<file path="src/shared/cwm_defines.svh">
// Constants of the complementary waveform mode block: mode codes,
// control bit positions, reset values and register addresses.
// Assumes inclusion by bare name from package and design files.
`ifndef CWM_DEFINES_SVH
`define CWM_DEFINES_SVH

// Register addresses on the plain register port
`define CWM_ADDR_CTRL0 4'h0
`define CWM_ADDR_CTRL1 4'h1
`define CWM_ADDR_STEER 4'h2
`define CWM_ADDR_DBR 4'h3
`define CWM_ADDR_DBF 4'h4
`define CWM_ADDR_SHUT 4'h5
`define CWM_ADDR_STAT 4'h6

// Control 0 fields
`define CWM_EN_BIT 7
`define CWM_MODE_LSB 0
`define CWM_MODE_MSB 2

// Mode codes; half-bridge and push-pull codes are free choices
`define CWM_MODE_ASYNC 3'h0
`define CWM_MODE_SYNC 3'h1
`define CWM_MODE_FWD 3'h2
`define CWM_MODE_REV 3'h3
`define CWM_MODE_HALF 3'h4
`define CWM_MODE_PUSH 3'h5

// Shutdown register fields
`define CWM_SD_SRC_LSB 0
`define CWM_SD_SRC_MSB 1
`define CWM_SD_RESTART_BIT 2
`define CWM_SD_SOFT_BIT 3
`define CWM_SD_OVR_LSB 4
`define CWM_SD_OVR_MSB 7

// Dead-band register fields
`define CWM_DB_WIDTH 6
`define CWM_DB_EN_BIT 7

// Reset values
`define CWM_CTRL0_RST 8'h00
`define CWM_CTRL1_RST 8'h0f
`define CWM_STEER_RST 8'h00
`define CWM_DB_RST 8'h00
`define CWM_SHUT_RST 8'h00

`endif

</file>
<file path="src/shared/cwm_pkg.sv">
// Types of the complementary waveform mode block.
// Assumes cwm_defines.svh sits beside it.
`include "cwm_defines.svh"

package cwm_pkg;
    typedef logic [`CWM_MODE_MSB:`CWM_MODE_LSB] cwm_mode_t;
    typedef logic [`CWM_DB_WIDTH-1:0] cwm_db_t;
    typedef enum logic [1:0] {CWM_DB_IDLE, CWM_DB_RUN, CWM_DB_DONE} cwm_db_state_t;
endpackage

</file>
<file path="src/shared/cwm_db_if.sv">
// Interface between the mode logic and one dead-band delay unit.
// Assumes a single clock shared by both ends.
`timescale 1ns/1ns
`default_nettype none

interface cwm_db_if;
    logic start;
    logic enable;
    cwm_pkg::cwm_db_t count;
    logic busy;
    modport ctrl (output start, output enable, output count, input busy);
    modport unit (input start, input enable, input count, output busy);
endinterface

`default_nettype wire

</file>
<file path="src/design/cwm_deadband.sv">
// One dead-band counter: counts module clock periods from zero up to a
// programmed value after a start pulse, reporting busy meanwhile.
// Assumes one clock and an active-low asynchronous reset.
`timescale 1ns/1ns
`default_nettype none
`include "cwm_defines.svh"

module cwm_deadband (
    input wire logic core_clk_in,
    input wire logic rstn_in,
    input wire logic run_in,
    cwm_db_if.unit db
);
    cwm_pkg::cwm_db_state_t state_reg, state_next;
    cwm_pkg::cwm_db_t cnt_reg, cnt_next;

    // Count from zero to the programmed value; disabled gives no delay
    always_comb begin
        state_next = state_reg;
        cnt_next = cnt_reg;
        unique case (state_reg)
            cwm_pkg::CWM_DB_IDLE: begin
                if (db.start && db.enable && db.count != '0) begin
                    state_next = cwm_pkg::CWM_DB_RUN;
                    cnt_next = '0;
                end
            end
            cwm_pkg::CWM_DB_RUN: begin
                cnt_next = cnt_reg + 6'h01;
                if (cnt_next == db.count) begin
                    state_next = cwm_pkg::CWM_DB_DONE;
                end
            end
            cwm_pkg::CWM_DB_DONE: begin
                state_next = cwm_pkg::CWM_DB_IDLE;
            end
        endcase
        if (!run_in) begin
            state_next = cwm_pkg::CWM_DB_IDLE;
        end
    end

    always_ff @(posedge core_clk_in or negedge rstn_in) begin
        if (!rstn_in) begin
            state_reg <= cwm_pkg::CWM_DB_IDLE;
            cnt_reg <= '0;
        end else begin
            state_reg <= state_next;
            cnt_reg <= cnt_next;
        end
    end

    assign db.busy = (state_reg == cwm_pkg::CWM_DB_RUN);
endmodule

`default_nettype wire

</file>
<file path="src/design/cwm_modes.sv">
// Mode logic of a complementary waveform generator with register port.
// Assumes synchronous inputs, one 20 MHz clock, a plain register master.
`timescale 1ns/1ns
`default_nettype none
`include "cwm_defines.svh"

module cwm_modes (
    input wire logic core_clk_in,
    input wire logic rstn_in,
    input wire logic [3:0] reg_addr_in,
    input wire logic [7:0] reg_wdata_in,
    input wire logic reg_write_in,
    input wire logic reg_read_in,
    output logic [7:0] reg_rdata_out,
    input wire logic pulse_in,
    input wire logic [1:0] shutdown_src_in,
    output logic bridge_out_a,
    output logic bridge_out_b,
    output logic bridge_out_c,
    output logic bridge_out_d
);
    // ------------------------------------------------------------
    // Registers
    // ------------------------------------------------------------
    logic [7:0] wave_control_0_reg;
    logic [7:0] wave_control_1_reg;
    logic [7:0] steer_reg;
    logic [7:0] dbr_reg;
    logic [7:0] dbf_reg;
    logic [7:0] shut_reg;
    logic [7:0] rdata_reg, rdata_next;

    wire logic wr_ctrl0 = reg_write_in && reg_addr_in == `CWM_ADDR_CTRL0;
    wire logic wr_ctrl1 = reg_write_in && reg_addr_in == `CWM_ADDR_CTRL1;
    wire logic wr_steer = reg_write_in && reg_addr_in == `CWM_ADDR_STEER;
    wire logic wr_dbr = reg_write_in && reg_addr_in == `CWM_ADDR_DBR;
    wire logic wr_dbf = reg_write_in && reg_addr_in == `CWM_ADDR_DBF;
    wire logic wr_shut = reg_write_in && reg_addr_in == `CWM_ADDR_SHUT;

    wire logic enable = wave_control_0_reg[`CWM_EN_BIT];
    wire cwm_pkg::cwm_mode_t mode = wave_control_0_reg[`CWM_MODE_MSB:`CWM_MODE_LSB];
    wire logic [3:0] invert_sel_each = wave_control_1_reg[3:0];
    wire logic invert_sel_c = invert_sel_each[2];
    wire logic invert_sel_d = invert_sel_each[3];

    // Write side; mode writes take effect whenever done, software
    always_ff @(posedge core_clk_in or negedge rstn_in) begin
        if (!rstn_in) begin
            wave_control_0_reg <= `CWM_CTRL0_RST;
            wave_control_1_reg <= `CWM_CTRL1_RST;
            steer_reg <= `CWM_STEER_RST;
            dbr_reg <= `CWM_DB_RST;
            dbf_reg <= `CWM_DB_RST;
            shut_reg <= `CWM_SHUT_RST;
        end else begin
            if (wr_ctrl0) wave_control_0_reg <= reg_wdata_in;
            if (wr_ctrl1) wave_control_1_reg <= reg_wdata_in;
            if (wr_steer) steer_reg <= reg_wdata_in;
            if (wr_dbr) dbr_reg <= reg_wdata_in;
            if (wr_dbf) dbf_reg <= reg_wdata_in;
            if (wr_shut) shut_reg <= reg_wdata_in;
        end
    end

    // ------------------------------------------------------------
    // Input edges and shutdown
    // ------------------------------------------------------------
    logic in_prev_reg;
    logic shut_active_reg, shut_active_next;
    wire logic rise = pulse_in && !in_prev_reg;
    wire logic fall = !pulse_in && in_prev_reg;
    wire logic sd_src = |(shutdown_src_in & shut_reg[`CWM_SD_SRC_MSB:`CWM_SD_SRC_LSB]);
    wire logic sd_event = enable && (sd_src || shut_reg[`CWM_SD_SOFT_BIT]);
    wire logic [3:0] ovr_level = shut_reg[`CWM_SD_OVR_MSB:`CWM_SD_OVR_LSB];

    // Shutdown holds until restart: automatic on next rising edge once the
    // cause is gone, otherwise by software writing the shutdown register or clearing the enable bit
    always_comb begin
        shut_active_next = shut_active_reg;
        if (sd_event) begin
            shut_active_next = 1'b1;
        end else if (!enable) begin
            shut_active_next = 1'b0;
        end else if (shut_reg[`CWM_SD_RESTART_BIT] && rise) begin
            shut_active_next = 1'b0;
        end else if (!shut_reg[`CWM_SD_RESTART_BIT] && wr_shut) begin
            shut_active_next = 1'b0;
        end
    end

    // ------------------------------------------------------------
    // Steering, direction and push-pull state
    // ------------------------------------------------------------
    logic [3:0] steer_live_reg;
    logic dir_rev_reg;
    logic pp_sel_b_reg;
    logic pp_a_reg, pp_b_reg;
    wire logic full_mode = mode == `CWM_MODE_FWD || mode == `CWM_MODE_REV;
    wire logic dir_change = full_mode && enable && rise && (mode[0] != dir_rev_reg);

    // Steering copy: async follows the register, sync waits for a rise
    always_ff @(posedge core_clk_in or negedge rstn_in) begin
        if (!rstn_in) begin
            steer_live_reg <= 4'h0;
        end else if (mode == `CWM_MODE_ASYNC) begin
            steer_live_reg <= steer_reg[3:0];
        end else if (rise) begin
            steer_live_reg <= steer_reg[3:0];
        end
    end
    // Async uses the register straight away, cutting a pulse if need be
    wire logic [3:0] steer_now = (mode == `CWM_MODE_ASYNC) ? steer_reg[3:0] : steer_live_reg;

    // Direction latched at a rising input edge when enabled in full-bridge mode, else follows mode bit 0
    always_ff @(posedge core_clk_in or negedge rstn_in) begin
        if (!rstn_in) begin
            dir_rev_reg <= 1'b0;
        end else if (!enable || !full_mode) begin
            dir_rev_reg <= mode[0];
        end else if (rise) begin
            dir_rev_reg <= mode[0];
        end
    end

    // Push-pull: toggle on each rise, first rise lands on A
    wire logic pp_reset = !enable || shut_active_reg || sd_event;
    always_ff @(posedge core_clk_in or negedge rstn_in) begin
        if (!rstn_in) begin
            pp_sel_b_reg <= 1'b1;
        end else if (pp_reset) begin
            pp_sel_b_reg <= 1'b1;
        end else if (rise) begin
            pp_sel_b_reg <= !pp_sel_b_reg;
        end
    end
    // Route the pulse to the side chosen at its rising edge
    always_comb begin
        pp_a_reg = pulse_in && !pp_sel_b_next();
        pp_b_reg = pulse_in && pp_sel_b_next();
    end
    function automatic logic pp_sel_b_next();
        pp_sel_b_next = (rise && !pp_reset) ? !pp_sel_b_reg : pp_sel_b_reg;
    endfunction

    // ------------------------------------------------------------
    // Dead-band units
    // ------------------------------------------------------------
    cwm_db_if db_rise ();
    cwm_db_if db_fall ();
    wire logic half_mode = mode == `CWM_MODE_HALF;
    // Rising unit: half-bridge rise and reverse direction; falling unit:
    // half-bridge fall and forward direction
    assign db_rise.start = (half_mode && rise) || (dir_change && mode[0]);
    assign db_fall.start = (half_mode && fall) || (dir_change && !mode[0]);
    assign db_rise.enable = dbr_reg[`CWM_DB_EN_BIT];
    assign db_fall.enable = dbf_reg[`CWM_DB_EN_BIT];
    assign db_rise.count = dbr_reg[`CWM_DB_WIDTH-1:0];
    assign db_fall.count = dbf_reg[`CWM_DB_WIDTH-1:0];

    cwm_deadband u_db_rise (
        .core_clk_in(core_clk_in),
        .rstn_in(rstn_in),
        .run_in(enable),
        .db(db_rise.unit)
    );
    cwm_deadband u_db_fall (
        .core_clk_in(core_clk_in),
        .rstn_in(rstn_in),
        .run_in(enable),
        .db(db_fall.unit)
    );

    // ------------------------------------------------------------
    // Mode selection, polarity and output flops
    // ------------------------------------------------------------
    logic [3:0] sel_data;   // Active-true level per output, before polarity
    logic [3:0] steered;    // Which outputs polarity and shutdown apply to
    wire logic fb_dir = full_mode ? (dir_change ? mode[0] : dir_rev_reg) : 1'b0;
    // Hold the modulated output from the very edge that starts the dead band
    wire logic db_hold = db_rise.busy || db_fall.busy
                         || (db_rise.start && db_rise.enable && db_rise.count != '0)
                         || (db_fall.start && db_fall.enable && db_fall.count != '0);
    // Half-bridge: A rises after rising dead band, B after falling dead band
    wire logic hb_a = pulse_in && !db_rise.busy && !(half_mode && rise && db_rise.enable
                       && db_rise.count != '0);
    wire logic hb_b = !pulse_in && !db_fall.busy && !(half_mode && fall && db_fall.enable
                       && db_fall.count != '0);

    always_comb begin
        sel_data = 4'h0;
        steered = 4'hf;
        unique case (mode)
            `CWM_MODE_HALF: begin
                sel_data = {hb_b, hb_a, hb_b, hb_a};
            end
            `CWM_MODE_PUSH: begin
                sel_data = {pp_b_reg, pp_a_reg, pp_b_reg, pp_a_reg};
            end
            `CWM_MODE_FWD, `CWM_MODE_REV: begin
                if (!fb_dir) begin
                    sel_data = {pulse_in && !db_hold, 1'b0, 1'b0, 1'b1};
                end else begin
                    sel_data = {1'b0, 1'b1, pulse_in && !db_hold, 1'b0};
                end
            end
            `CWM_MODE_ASYNC, `CWM_MODE_SYNC: begin
                steered = steer_now;
                sel_data = {4{pulse_in}} & steer_now;
            end
            default: begin
                sel_data = 4'h0;
            end
        endcase
    end

    // Polarity after selection; override levels bypass polarity
    logic [3:0] pin_next, pin_reg;
    always_comb begin
        for (int i = 0; i < 4; i++) begin
            if (!enable) begin
                pin_next[i] = !invert_sel_each[i];
            end else if (steered[i] && (shut_active_reg || sd_event)) begin
                pin_next[i] = ovr_level[i];
            end else if (steered[i]) begin
                pin_next[i] = sel_data[i] ^ !invert_sel_each[i];
            end else begin
                pin_next[i] = ovr_level[i];
            end
        end
    end

    always_ff @(posedge core_clk_in or negedge rstn_in) begin
        if (!rstn_in) begin
            in_prev_reg <= 1'b0;
            shut_active_reg <= 1'b0;
            pin_reg <= 4'h0;
            rdata_reg <= 8'h00;
        end else begin
            in_prev_reg <= pulse_in;
            shut_active_reg <= shut_active_next;
            pin_reg <= pin_next;
            rdata_reg <= rdata_next;
        end
    end

    assign bridge_out_a = pin_reg[0];
    assign bridge_out_b = pin_reg[1];
    assign bridge_out_c = pin_reg[2];
    assign bridge_out_d = pin_reg[3];

    // ------------------------------------------------------------
    // Read side
    // ------------------------------------------------------------
    wire logic [7:0] status = {3'h0, db_fall.busy, db_rise.busy, dir_rev_reg,
                               pp_sel_b_reg, shut_active_reg};
    always_comb begin
        rdata_next = 8'h00;
        if (reg_read_in) begin
            unique case (reg_addr_in)
                `CWM_ADDR_CTRL0: rdata_next = wave_control_0_reg;
                `CWM_ADDR_CTRL1: rdata_next = wave_control_1_reg;
                `CWM_ADDR_STEER: rdata_next = steer_reg;
                `CWM_ADDR_DBR: rdata_next = dbr_reg;
                `CWM_ADDR_DBF: rdata_next = dbf_reg;
                `CWM_ADDR_SHUT: rdata_next = shut_reg;
                `CWM_ADDR_STAT: rdata_next = status;
                default: rdata_next = 8'h00;
            endcase
        end
    end
    assign reg_rdata_out = rdata_reg;
    // Unused upper bits of control 1 and steering read back as written
    wire logic unused_ok = invert_sel_c ^ invert_sel_d;
endmodule

`default_nettype wire

</file>
<file path="config.mk">
export PLATFORM = sky130hd
export DESIGN_NAME = cwm_modes
export DESIGN_NICKNAME = d
export VERILOG_FILES = /design/src/shared/cwm_pkg.sv /design/src/shared/cwm_db_if.sv /design/src/design/cwm_deadband.sv /design/src/design/cwm_modes.sv
export VERILOG_INCLUDE_DIRS = /design/src /design/src/shared
export SDC_FILE = /design/constraint.sdc
export NUM_CORES = 1
export LEC_CHECK = 0
export BUFFER_PORTS_ARGS = -buffer_cell sky130_fd_sc_hd__buf_2
export CELL_PAD_IN_SITES_DETAIL_PLACEMENT = 1
export CELL_PAD_IN_SITES_GLOBAL_PLACEMENT = 1
export CORE_UTILIZATION = 50
export DETAILED_ROUTE_END_ITERATION = 8
export PLACE_DENSITY = 0.93
export SYNTH_ARGS = -nofsm -noshare
export SYNTH_HDL_FRONTEND = slang
export SYNTH_HIERARCHICAL = 1
export SYNTH_SLANG_ARGS = --single-unit
</file>
<file path="constraint.sdc">
create_clock -name core_clk_in -period 3.8 [get_ports core_clk_in]
set_clock_uncertainty 0.1 [all_clocks]
set_input_delay 0.19 -clock core_clk_in [delete_from_list [all_inputs] [get_ports core_clk_in]]
set_output_delay 0.19 -clock core_clk_in [all_outputs]
set_load 0.01 [all_outputs]
</file>
==> flow_summary.yaml <==
synth:
  syn_area_um2: 4701
  synth.largest_area_cell: "dfrtp_1"
  synth_top_area_share_pct: 42.05
  synth_area_per_cell_um2: 11.19
  synth_warnings: 6
  synth.area.top_cells: "dfrtp_1 42%, mux2_2 13%, mux2i_1 4.7%"
  ys_types: 63
  synth-main-ff-cell: "dfrtp_1"
  ys_seq_elements: 84
  syn_nets: 447
  synthArstFlopShare_pct: 100.0
  synth_cells: 420
  seq_area_frac_synth_pct: 44.85
  synth_edf_count: 0
clock_network:
  cts_tree: "built"
  cts_resized: 0
  cts_sinks: 84
  htree_num_levels: 3
  cts_buffers: 9
  clock_path_buffers: 2
  clock_latency_ns: 0.36
  clock-root-buffer: "clkbuf_8"
  cts.clk_slew.worst_paths_ns: 0.09
worst_hold_path:
  min_path_type: "input port to register"
  holdPathEnd: "wave_control_0_reg[6]$_DFFE_PN0P_"
  worstHoldPathCells: 2
  worstHoldStart: "reg_wdata_in[6]"
setup_path:
  r2r-end: "u_db_rise/cnt_reg[0]$_DFFE_PN0P_"
  critPathKind: "register to register"
  r2r_setup_slack_ns: 1.29
  critPathBufInv: 0
  arrival_ns: 2.66
  path_max_fanout: 23
  cp_slowest_cell: "dfrtp_1"
  worst_setup_path_end_kind: "register"
  path_cells: "nand3b_1, o22ai_1, o311ai_4, mux2_4, mux2_2"
  cp_data_required_time_ns: 3.95
  worstReg2RegStart: "wave_control_0_reg[7]$_DFFE_PN0P_"
  critPathTopFamily: "flip-flops"
  worst_setup_path_start_kind: "register"
  slowest_delay_ns: 0.86
  r2r_cells: 5
routing:
  drt-total-wl_um: 13010
  wire_per_inst_um: 22.99
  drc: 0
  dr.pass1.iters: 5
  postRouteAntennaNets: 0
  via_per_inst: 6.562
  drtIter0Drc: 241
  num_vias: 3714
grt:
  grt_usage_pct: 28.75
  grt_max_degree: 85
  antenna_found_initial: 0
  grt_pass1_wl_um: 21220
  grt_pass1_vias: 3874
  grt.overflow.total: 0
pwr:
  p_int_uw: 1758
  p_comb_share_pct: 27.3
  pwr_density_cell_nw_per_um2: 529.9
  ir_drop_uv: 247.8
  p_clk_share_pct: 24.0
  p_sw_uw: 974.7
  swShare_pct: 35.66
  fin_total_pwr_uw: 2733
  seq_power_share_pct: 48.6
  leakagePower_uw: 0.002189
placed_design:
  post-place-ws_ns: 1.320
  gp_congestion: 0.8680
  place_hpwl_um: 9322
  portBuffers: 30
sta:
  whs_ns: 0.03358
  tightest_slew_ns: 1.046
  post-route-min-period_ns: 2.512
  tns_ns: 0
  report.final.slew_viol_count: 0
  rsz0062_at_grt: "no"
  finalSetupViolations: 0
  fmax_mhz: 398.1
  relSlewSlack_pct: 30.26
  setup_ws_ns: 1.288
  fin_crit_sh_pct: 66.10
  finalHoldViolCount: 0
final_layout:
  nNetsFinal: 477
  n_antenna_cell: 0
  area_growth_pct: 9.715
  post-route-util_pct: 56.35
  drive_above_1_share_pct: 27.47
floorplanning:
  coreArea_um2: 9153
  die_w_um: 98.96
  die_area_um2: 9793
  die_h_um: 98.96
  ioPinCount: 31
  start_util_pct: 51.36
  num_rows: 35
job:
  drv_cap: 0
status:
  outcome: "complete, no violations"
layout make-up:
cell class                      count  area (um^2)
Fill cell                         983         3995
Tap cell                          111        138.9
Sequential cell                    84         2108
Inverter                           12        45.04
Clock inverter                      6        73.82
Timing Repair Buffer               32        172.7
Multi-Input combinational cell    311         2491
Clock buffer                       10        127.6
worst max-delay path by stage:
stage | endpoint | startpoint | depth (start not counted)
after CTS | u_db_rise/cnt_reg[0]$_DFFE_PN0P_ | wave_control_0_reg[7]$_DFFE_PN0P_ | 5
after global placement | u_db_rise/cnt_reg[0]$_DFFE_PN0P_ | wave_control_0_reg[7]$_DFFE_PN0P_ | 5
final | u_db_rise/cnt_reg[0]$_DFFE_PN0P_ | wave_control_0_reg[7]$_DFFE_PN0P_ | 5
after global routing | u_db_rise/cnt_reg[5]$_DFFE_PN0P_ | wave_control_0_reg[7]$_DFFE_PN0P_ | 6
after detailed placement | u_db_rise/cnt_reg[0]$_DFFE_PN0P_ | wave_control_0_reg[7]$_DFFE_PN0P_ | 5
after floorplan | u_db_fall/cnt_reg[0]$_DFFE_PN0P_ | wave_control_0_reg[1]$_DFFE_PN0P_ | 6
power groups by stage:
stage,clock network (uW),registers [uW],logic [uW]
final,657,1330,747
after global routing,705,1350,810
after detailed placement,0,1330,729
after global placement,0,1320,683
after CTS,674,1320,745
after floorplan,0,1240,557
cells in the mapped netlist, drive strengths merged (6+ instances only):
cell type,instances
a211oi,8
a21oi,18
a221oi,6
a22o,6
buf,8
dfrtp,79
ha,8
inv,11
mux2,57
mux2i,22
nand2,35
nand2b,8
nand3,11
nor2,13
nor2b,6
nor4,6
o21ai,14
o22ai,8
xnor2,19
cell families after synthesis:
family | share of synthesized area [%]
DFF | 44.85
AOI/OAI and AO/OA | 15.12
adders and majority gates | 2.129
muxes | 18.50
buffers and inverters | 2.156
xor gates and xnor gates | 4.285
and+or+nand+nor | 12.96
per-stage QoR:
step | area [um^2] | instances
6_report | 5157 | 566
5_1_grt | 5157 | 566
4_1_cts | 5157 | 566
3_5_place_dp | 4936 | 548
3_3_place_gp | 4936 | 548
2_1_floorplan | 4701 | 420
per-layer routing:
metal / GRT usage [%] / part of all wire [%]
met5: 0 / 0
met4: 11.83 / 3.2
met1: 37.05 / 41
met3: 4.255 / 5.1
met2: 48.63 / 50
what timing repair did:
item | 4_1_cts | 5_1_grt
hold buffers | 2 | 0
hold endpoints to repair | 80 | 0
setup buffers | 0 | 0
cells in the final DEF (no fill, tap or decap), drive strengths merged, types with 4 or more instances in the layout:
cell type / netlist / layout
a211oi: 8 / 8
a21oi: 18 / 18
nor3: 4 / 4
nor3b: 4 / 4
mux2i: 22 / 22
xor2: 4 / 4
nand2b: 8 / 8
buf: 8 / 30
ha: 8 / 8
a22o: 6 / 6
dfstp: 5 / 5
a221oi: 6 / 6
xnor2: 19 / 19
nand3: 11 / 11
dfrtp: 79 / 79
nand3b: 5 / 5
and3: 4 / 4
o22ai: 8 / 8
nor2: 13 / 13
clkbuf: 5 / 10
nor4: 6 / 6
nor2b: 6 / 6
nand2: 35 / 35
mux2: 57 / 57
inv: 11 / 12
o21ai: 14 / 14
Power figures use the tool's default switching activity.
